<file path="config.mk">
export PLATFORM = sky130hd
export DESIGN_NAME = mwe_encoder
export DESIGN_NICKNAME = d
export VERILOG_FILES = /design/src/mwe_pkg.sv /design/src/mwe_buffer.sv /design/src/mwe_encoder.sv
export SDC_FILE = /design/constraint.sdc
export NUM_CORES = 1
export LEC_CHECK = 0
export ABC_CLOCK_PERIOD_IN_PS = 5100
export BUFFER_PORTS_ARGS = -buffer_cell sky130_fd_sc_hd__buf_2
export CAP_MARGIN = 20
export CORE_UTILIZATION = 58
export DETAILED_ROUTE_END_ITERATION = 6
export PLACE_DENSITY = 0.88
export SYNTH_ARGS = -nofsm -noshare
export SYNTH_HDL_FRONTEND = slang
export SYNTH_SLANG_ARGS = --single-unit
</file>
<file path="constraint.sdc">
create_clock -name mclk -period 5.1 [get_ports mclk]
set_clock_uncertainty 0.15 [all_clocks]
set_input_delay 1.02 -clock mclk [delete_from_list [all_inputs] [get_ports mclk]]
set_output_delay 1.02 -clock mclk [all_outputs]
set_load 0.01 [all_outputs]
</file>
<file path="src/mwe_pkg.sv">
// ==========================================================
// constants and types of the word encoder
package mwe_pkg;
  localparam int unsigned CLK_PERIOD_NS = 100;
  // ==========================================================
  // word timeline, counted in half-bits (send clock periods)
  localparam logic [5:0] LAST_HALF = 6'h27;
  localparam logic [5:0] FIRST_HALF = 6'h00;
  localparam logic [5:0] SYNC_KIND_HALF = 6'h00;
  localparam logic [5:0] TX_START_HALF = 6'h01;
  localparam logic [5:0] REQ_FIRST = 6'h04;
  localparam logic [5:0] REQ_LAST = 6'h23;
  localparam logic [4:0] REQ_PERIODS = 5'h10;
  // ==========================================================
  // transmit timeline, counted in half-bits from the sync start
  localparam logic [5:0] SYNC_HALVES = 6'h06;
  localparam logic [5:0] SYNC_MID = 6'h03;
  localparam logic [5:0] PAR_HALF = 6'h26;
  // ==========================================================
  // divide-by-six: toggle every third input rising edge
  localparam logic [1:0] DIV_TERM = 2'h2;
  localparam logic [1:0] BUF_DEPTH = 2'h2;

  typedef enum logic [0:0] {
    MWE_IDLE = 1'b0,
    MWE_RUN = 1'b1
  } mwe_run_e;

  typedef struct packed {
    logic one_n;
    logic zero_n;
  } mwe_line_s;

  typedef struct packed {
    logic valid;
    logic data;
  } mwe_bit_s;
endpackage

</file>
<file path="src/mwe_buffer.sv">
`timescale 1ns/10ps
// ==========================================================
// two-entry bit buffer, read data from a register
module mwe_buffer (
  input wire logic mclk,
  input wire logic reset,
  input wire logic flush,
  input mwe_pkg::mwe_bit_s in_bit,
  output logic in_ready,
  output mwe_pkg::mwe_bit_s out_bit,
  input wire logic out_ready
);
  typedef struct packed {
    logic [1:0] cnt;
    logic [1:0] mem;
  } mwe_buf_s;

  mwe_buf_s buf_reg;
  mwe_buf_s buf_next;
  logic push;
  logic pop;

  assign in_ready = buf_reg.cnt != mwe_pkg::BUF_DEPTH;
  assign out_bit.valid = buf_reg.cnt != 2'h0;
  assign out_bit.data = buf_reg.mem[0];
  assign push = in_bit.valid & in_ready;
  assign pop = out_ready & out_bit.valid;

  always_comb begin
    logic [1:0] idx;
    idx = buf_reg.cnt - {1'b0, pop};
    buf_next = buf_reg;
    if (pop) begin
      buf_next.mem[0] = buf_reg.mem[1];
    end
    if (push) begin
      buf_next.mem[idx[0]] = in_bit.data;
    end
    buf_next.cnt = buf_reg.cnt + {1'b0, push} - {1'b0, pop};
    if (flush) begin
      buf_next = '0;
    end
  end

  always_ff @(posedge mclk) begin
    if (reset) begin
      buf_reg <= '0;
    end else begin
      buf_reg <= buf_next;
    end
  end
endmodule

</file>
<file path="src/mwe_encoder.sv">
`timescale 1ns/10ps
module mwe_encoder (
  input wire logic mclk,
  input wire logic reset,
  input wire logic send_clk,
  input wire logic enc_clk,
  input wire logic word_start,
  input wire logic sync_kind,
  input wire logic serial_in,
  input wire logic mute_n,
  input wire logic master_clear,
  output logic shift_strobe,
  output logic data_req,
  output mwe_pkg::mwe_line_s line_n,
  output logic div6_out
);
  typedef struct packed {
    logic send_prev;
    logic enc_prev;
    logic strobe;
    logic [1:0] div_cnt;
    logic div_out;
    logic clr_pend;
    mwe_pkg::mwe_run_e word;
    logic [5:0] hcnt;
    logic cmd_sync;
    logic req;
    mwe_pkg::mwe_run_e tx;
    logic [5:0] thc;
    logic tx_cmd;
    logic cur_bit;
    logic par;
    mwe_pkg::mwe_line_s line;
  } mwe_state_s;

  mwe_state_s s_reg;
  mwe_state_s s_next;
  logic send_rise;
  logic enc_rise;
  logic clr_event;
  logic buf_in_ready;
  logic pop;
  mwe_pkg::mwe_bit_s push_bit;
  mwe_pkg::mwe_bit_s buf_out;

  assign send_rise = send_clk & ~s_reg.send_prev;
  assign enc_rise = enc_clk & ~s_reg.enc_prev;
  assign clr_event = send_rise & (s_reg.clr_pend | master_clear);

  // ==========================================================
  // bit buffer between capture and line
  mwe_buffer u_buf (
    .mclk(mclk),
    .reset(reset),
    .flush(clr_event),
    .in_bit(push_bit),
    .in_ready(buf_in_ready),
    .out_bit(buf_out),
    .out_ready(pop)
  );

  // ==========================================================
  // sequencer
  always_comb begin
    logic pos;
    logic on;
    logic [5:0] t1;
    s_next = s_reg;
    pos = 1'b0;
    on = 1'b0;
    t1 = s_reg.thc + 6'h01;
    pop = 1'b0;
    push_bit.valid = send_rise & s_reg.req & ~s_reg.strobe & ~clr_event;
    push_bit.data = serial_in;
    s_next.send_prev = send_clk;
    s_next.enc_prev = enc_clk;
    if (master_clear) begin
      s_next.div_cnt = 2'h0;
      s_next.div_out = 1'b0;
      s_next.clr_pend = 1'b1;
    end else if (enc_rise) begin
      if (s_reg.div_cnt == mwe_pkg::DIV_TERM) begin
        s_next.div_cnt = 2'h0;
        s_next.div_out = ~s_reg.div_out;
      end else begin
        s_next.div_cnt = s_reg.div_cnt + 2'h1;
      end
    end
    if (send_rise) begin
      s_next.strobe = ~s_reg.strobe;
      if (clr_event) begin
        s_next.word = mwe_pkg::MWE_IDLE;
        s_next.tx = mwe_pkg::MWE_IDLE;
        s_next.hcnt = mwe_pkg::FIRST_HALF;
        s_next.thc = mwe_pkg::FIRST_HALF;
        s_next.clr_pend = master_clear;
      end else begin
        if (s_reg.strobe && word_start && (s_reg.word == mwe_pkg::MWE_IDLE ||
            s_reg.hcnt == mwe_pkg::LAST_HALF)) begin
          s_next.word = mwe_pkg::MWE_RUN;
          s_next.hcnt = mwe_pkg::FIRST_HALF;
        end else if (s_reg.word == mwe_pkg::MWE_RUN) begin
          if (s_reg.hcnt == mwe_pkg::LAST_HALF) begin
            s_next.word = mwe_pkg::MWE_IDLE;
          end else begin
            s_next.hcnt = s_reg.hcnt + 6'h01;
          end
        end
        if (s_reg.word == mwe_pkg::MWE_RUN && s_reg.hcnt == mwe_pkg::SYNC_KIND_HALF) begin
          s_next.cmd_sync = sync_kind;
        end
        if (s_reg.word == mwe_pkg::MWE_RUN && s_reg.hcnt == mwe_pkg::TX_START_HALF) begin
          s_next.tx = mwe_pkg::MWE_RUN;
          s_next.thc = mwe_pkg::FIRST_HALF;
          s_next.tx_cmd = s_reg.cmd_sync;
          s_next.par = 1'b0;
        end else if (s_reg.tx == mwe_pkg::MWE_RUN) begin
          if (s_reg.thc == mwe_pkg::LAST_HALF) begin
            s_next.tx = mwe_pkg::MWE_IDLE;
          end else begin
            s_next.thc = t1;
          end
          if (t1 == mwe_pkg::PAR_HALF) begin
            s_next.cur_bit = ~s_reg.par;
          end else if (t1 >= mwe_pkg::SYNC_HALVES && t1 < mwe_pkg::PAR_HALF && !t1[0]) begin
            pop = 1'b1;
            s_next.cur_bit = buf_out.data;
            s_next.par = s_reg.par ^ buf_out.data;
          end
        end
      end
    end
    s_next.req = s_next.word == mwe_pkg::MWE_RUN && s_next.hcnt >= mwe_pkg::REQ_FIRST &&
      s_next.hcnt <= mwe_pkg::REQ_LAST;
    // ==========================================================
    // line drive
    if (s_next.thc < mwe_pkg::SYNC_HALVES) begin
      pos = s_next.tx_cmd ~^ (s_next.thc < mwe_pkg::SYNC_MID);
    end else begin
      pos = s_next.cur_bit ^ s_next.thc[0];
    end
    on = (s_next.tx == mwe_pkg::MWE_RUN) & mute_n;
    s_next.line.one_n = ~(on & pos);
    s_next.line.zero_n = ~(on & ~pos);
  end

  always_ff @(posedge mclk) begin
    if (reset) begin
      s_reg <= '0;
      s_reg.line <= 2'h3;
    end else begin
      s_reg <= s_next;
    end
  end

  assign shift_strobe = s_reg.strobe;
  assign data_req = s_reg.req;
  assign line_n = s_reg.line;
  assign div6_out = s_reg.div_out;

  // ==========================================================
  // checks
  logic [4:0] push_cnt;
  always_ff @(posedge mclk) begin
    if (reset || !s_reg.req) begin
      push_cnt <= 5'h00;
    end else if (push_bit.valid) begin
      push_cnt <= push_cnt + 5'h01;
    end
  end
endmodule

</file>
* Word level (Yosys, flattened, before mapping)
Index checks and enable logic that the tools add are counted.
Word-level totals: register bits after elaboration 32, output and inout port bits 5
Cells by class: multiplexer cells 37, reductions and logical operators 20, bitwise logic cells 25, add/sub/neg operators 6, magnitude comparators 8, equality and inequality tests 7
Operators by type and width (number):
- 7-bit two-way mux | 6
- 1-bit two-way mux | 21
- 6-bit equality test, second input constant | 3
- 6-bit by 1-bit adder with 6-bit output, second input constant | 2
- 6-bit by 3-bit greater-or-equal comparator with 1-bit output, second input constant | 2
- 6-bit two-way mux | 2
- 1-bit AND | 11
- 10-bit two-way mux | 1
- 1-bit inverter | 10
- 1-bit logical AND | 9
- 9-bit two-way mux | 1
- 6-bit by 1-bit equality test with 1-bit output, second input constant | 1
- 6-bit <= comparator, second input constant | 1
- 6-bit zero test | 1
- 6-bit by 2-bit < comparator with 1-bit output, second input constant | 1
- 6-bit by 3-bit < comparator with 1-bit output, second input constant | 1
- 6-bit < comparator, second input constant | 1
- 2-bit two-way mux | 3
- 2-bit nonzero test | 3
- 5-bit AND reduction | 1
- 2-bit inequality test, second input constant | 2
- 2-bit OR reduction | 2
- 3-bit two-way mux | 1
- 3-bit AND reduction | 1
- 15 further kinds | 16

* Longest topological paths before layout
depth in word-level cells 18, depth in mapped cells 12

* Hierarchy
From an unflattened synthesis, not the netlist that was laid out.
Unflattened totals: cell total of the unflattened synthesis 241, area total of the unflattened synthesis 1976.9 µm²
Modules (own cells, without submodules):
- mwe_encoder | area an instance 1710.4 µm², seq. area each 560.5 µm², instances 1, cells an instance 208
- mwe_buffer | area an instance 266.5 µm², seq. area each 80.1 µm², instances 1, cells an instance 33

* Worst setup path before layout
OpenSTA, ideal clock, no wires.
kind input to register, from input port master_clear, to register s_reg, in the netlist data_req, stages 9, setup slack 2.131 ns, library setup time 0.119 ns, data required time 4.831 ns, arrival time 2.701 ns, cells stage by stage buf_6 -> or4b_4 -> buf_6 -> a31o_4 -> o21a_1 -> mux2_4 -> nand4b_2 -> xnor2_1 -> nor3_2
Between the ends: word-level cells in the longest chain between the ends 7, elaborated cells on any way between the ends 8, those cells by class 2 x order compare; 2 x mux; 2 x bitwise; 2 x reduce/logical
RTL lines:
- start: declaration | RTL line mwe_encoder.sv:11 | input wire logic master_clear,
- 1-bit bitwise OR (*) | RTL line mwe_encoder.sv:48 | assign clr_event = send_rise & (s_reg.clr_pend | master_clear);
- 1-bit AND (*) | RTL line mwe_encoder.sv:48
- 7-bit two-way mux (*) | RTL line mwe_encoder.sv:91 | if (clr_event) begin
- 9-bit two-way mux (*) | RTL line mwe_encoder.sv:89 | if (send_rise) begin
- 6-bit by 3-bit greater-or-equal comparator with 1-bit output | RTL line mwe_encoder.sv:133 | s_next.req = s_next.word == mwe_pkg::MWE_RUN && s_next.hcnt >= mwe_pkg::REQ_FIRST &&
- 1-bit logical AND | RTL line mwe_encoder.sv:133
- 1-bit logical AND (*) | RTL line mwe_encoder.sv:133
- end signal: assignment | RTL line mwe_encoder.sv:152 | s_reg <= s_next;
- end: declaration | RTL line mwe_encoder.sv:36 | mwe_state_s s_reg;
Mark *: on every way between the ends. The rest lies on a longest branch, timed or not. A chain may end at the register's enable or synchronous reset.

* Worst setup path in the final report
from input port send_clk, to register u_buf.buf_reg[2] in the netlist's numbering
Between the ends: word-level cells in the longest chain between the ends 7, elaborated cells on any way between the ends 13, those cells by class 2 x add/sub; 2 x mux; 8 x bitwise; 1 x reduce/logical
RTL lines:
- start: declaration | RTL line mwe_encoder.sv:5 | input wire logic send_clk,
- 1-bit AND (*) | RTL line mwe_encoder.sv:46 | assign send_rise = send_clk & ~s_reg.send_prev;
- 1-bit AND (on tied branches) | RTL line mwe_encoder.sv:73, mwe_encoder.sv:48
- 1-bit AND or 1-bit inverter (tied branches)
- 1-bit AND | RTL line mwe_encoder.sv:73 | push_bit.valid = send_rise & s_reg.req & ~s_reg.strobe & ~clr_event;
- 1-bit AND | RTL line mwe_buffer.sv:26 | assign push = in_bit.valid & in_ready;
- 2-bit by 1-bit adder with 2-bit output | RTL line mwe_buffer.sv:39 | buf_next.cnt = buf_reg.cnt + {1'b0, push} - {1'b0, pop};
- 2-bit by 1-bit subtractor with 2-bit output | RTL line mwe_buffer.sv:39
- end signal: assignment | RTL line mwe_buffer.sv:49 | buf_reg <= buf_next;
- end: declaration | RTL line mwe_buffer.sv:18 | mwe_buf_s buf_reg;
Marks and branches as above.

==> impl_metrics.csv <==
group,metric,value,unit
placement,place_ws,1750,ps
pwr,p_leak,0.720,nW
cells_and_area,area_growth,5.29,%
floorplan,die-area,3580,um2
sta,maxSlewHeadroom,0.597,
cells_and_area,multi_input_area,1170,um2
worst_setup_path,critPathSlowestCell,"nor3_2",
pwr,combPwrFrac,0.061,
pwr,p_int,0.000366,W
synth,syn_area_per_cell,8.43,um2
synth,yosysUniqueCellTypes,57,
synth,synth.area.top_cells,"dfxtp_1 33%, nor2_1 4.3%, ha_1 3.9%, nand2_1 3.9%, nor2b_1 3.9%",
detailed_routing,wl,3780,um
run,maxCapViolCount,0,
cells_and_area,drive_gt1_frac,0.147,
detailed_routing,drt_iter0_drc,74,
sta,max_freq,0.331,GHz
clocking,cts-root-buf,"clkbuf_4",
global_route,grtUsageTotal,0.243,
synth,ys.flop_type,"dfxtp_1",
worst_setup_path,r2r_setup_slack,2240,ps
sta,tightest_slew,603,ps
detailed_routing,vias_per_cell,5.90,
pwr,power.density,233,nW/um2
pwr,netSwitchingFraction,0.230,
synth,ys_seq_area_frac,0.331,
detailed_routing,dr.pass1.iters,4,
worst_setup_path,crit_path_cell_trace,"buf_2, nand2b_1, nor3_2, nand4_1, nor3_1, xor2_1, ha_1, inv_1, nor2_1",
placement,io_buffers,13,
worst_setup_path,cp_max_fo,11,
global_route,antenna_found_initial,0,
sta,fin_ws,2080,ps
cells_and_area,fill_cells,273,
synth,synth_seq_cells,32,
floorplan,start_util,0.625,
cells_and_area,fin_nets,252,
sta,slew_viol_final,0,
global_route,grt_max_degree,28,
worst_setup_path,arrival,3110,ps
worst_setup_path,required,5190,ps
clocking,clockBufferDepth,2,
clocking,clock-sinks,32,
sta,hold_viol_final,0,
worst_setup_path,cp-start-kind,"primary input",
global_route,grt.overflow.total,0,
clocking,clk_pin_slew,100,ps
clocking,htree_levels,2,
cells_and_area,largest_reg_flops,23,
synth,ys_async_sr_fraction,0,
sta,rsz0062_at_grt,"false",
cells_and_area,seqCellArea,641,um2
synth,synth_warnings,0,
clocking,cts_resized,0,
floorplan,rows,20,
synth,syn-cell-area,1940,um2
detailed_routing,drc,0,
worst_setup_path,slowest_delay,500,ps
sta,setup_viol,0,
floorplan,ios,14,
placement,hpwl,2780,um
cells_and_area,finalCoreUtilization,0.658,
synth,syn-num-nets,245,
synth,syn_inst,230,
global_route,grt_pass1_vias,1531,
floorplan,core_area,3100,um2
outcome,status,"completed",
synth,yosysTopAreaCell,"dfxtp_1",
clocking,cts_tree,"built",
pwr,power_switching,0.000109,W
clocking,clk_latency,340,ps
sta,final.min_clock_period,3020,ps
worst_setup_path,endpoint_kind,"register",
sta,min_period_over_period,0.593,
clocking,postCtsSetupRepairBufs,0,
synth,yosysTopAreaCellShare,0.331,
floorplan,die_x,59.8,um
detailed_routing,drtAntennaViolNets,0,
floorplan,die_height,59.8,um
global_route,grt_pass1_wl,6560,um
synth,synth_edf_count,0,
worst_setup_path,worst-setup-path-type,"in -> reg",
pwr,ir_drop,0.180,mV
sta,setup_tns,0,ps
worst_hold_path,min_path_type,"reg -> reg",
detailed_routing,vias,1664,
placement,gp_congestion,0.900,
detailed_routing,wire_per_inst,13.4,um
pwr,pwr-share-clk,0.401,
cells_and_area,antenna_cells,0,
pwr,seq_power_share,0.538,
clocking,cts-buffers-inserted,5,
clocking,cts_hold_buf,0,
==> power groups by stage <==
stage	clock network [W]	registers [W]	logic, W
2_1_floorplan	0	0.000261	0.0000232
4_1_cts	0.000195	0.000256	0.0000290
5_1_grt	0.000205	0.000256	0.0000321
6_report	0.000191	0.000256	0.0000292
3_5_place_dp	0	0.000261	0.0000289
3_3_place_gp	0	0.000261	0.0000280
==> kinds of logic after synthesis <==
group                      count (synthesis)  share of synthesized area
buffers and inverters                     23                     0.0678
muxes                                      5                     0.0290
adders and majority gates                  6                     0.0387
and+or+nand+nor                           99                      0.275
xor gates and xnor gates                  12                     0.0542
AOI/OAI and AO/OA                         53                      0.205
DFF                                       32                      0.331
==> worst max-delay path: cells and delay by family <==
family | cells | cell delay (ps)
xor gates and xnor gates | 1 | 190
adders and majority gates | 1 | 250
buffers and inverters | 2 | 170
and+or+nand+nor | 5 | 1470
==> cell usage in the layout (no fill, tap or decap), drive strengths merged, types with 4 or more instances in the layout <==
cell type,synthesis,layout
a21oi,14,14
inv,10,10
nand2,20,20
o21ai,9,9
o21a,4,4
dfxtp,32,32
clkbuf,3,6
nand4,7,7
nor3,9,9
xor2,5,5
nand3,9,9
ha,6,6
buf,10,13
nor2b,12,12
nand2b,4,4
nor2,22,22
xnor2,7,7
==> path summary, 6_finish.rpt <==
kind | startpoint | endpoint | depth (start not counted)
setup / recovery | send_clk | u_buf.buf_reg[2] | 9
setup reg to reg | s_reg[5] | u_buf.buf_reg[2] | 10
hold / removal | u_buf.buf_reg[1] | u_buf.out_bit[0] | 2
hold reg to reg | u_buf.buf_reg[1] | u_buf.out_bit[0] | 2
==> area by class of cell <==
class / instances / share of cell area
timing repair buffer: 13 / 0.0319
multi-input combinational: 175 / 0.571
sequential: 32 / 0.314
clock buffer: 6 / 0.0202
inverter: 10 / 0.0184
tap: 44 / 0.0270
clock inverter: 2 / 0.0172
==> per-stage QoR <==
stage / power, W / area, um2 / hold slack [ps] / std cells
6_report: 0.000476 / 2040 / 349 / 282
5_1_grt: 0.000493 / 2040 / 373 / 282
4_1_cts: 0.000479 / 2040 / 342 / 282
3_5_place_dp: 0.000290 / 1960 / 330 / 274
3_3_place_gp: 0.000289 / 1960 / 327 / 274
2_1_floorplan: 0.000284 / 1940 / 303 / 230
==> per-layer routing <==
layer	track usage	vias to the layer above	part of all wire
met5	0	-	0
met4	0.106	0	0.021
met3	0.0606	7	0.043
met2	0.398	48	0.48
met1	0.301	776	0.46
li1	-	833	-
==> cell usage after synthesis (all sizes together) (5+ instances only) <==
master	n
nor2b	12
nand4	7
o21ai	9
xnor2	7
dfxtp	32
inv	10
a21oi	14
nor2	22
ha	6
buf	10
nand2	20
xor2	5
nand3	9
nor3	9
No activity file was read; power rests on OpenSTA's default activity.
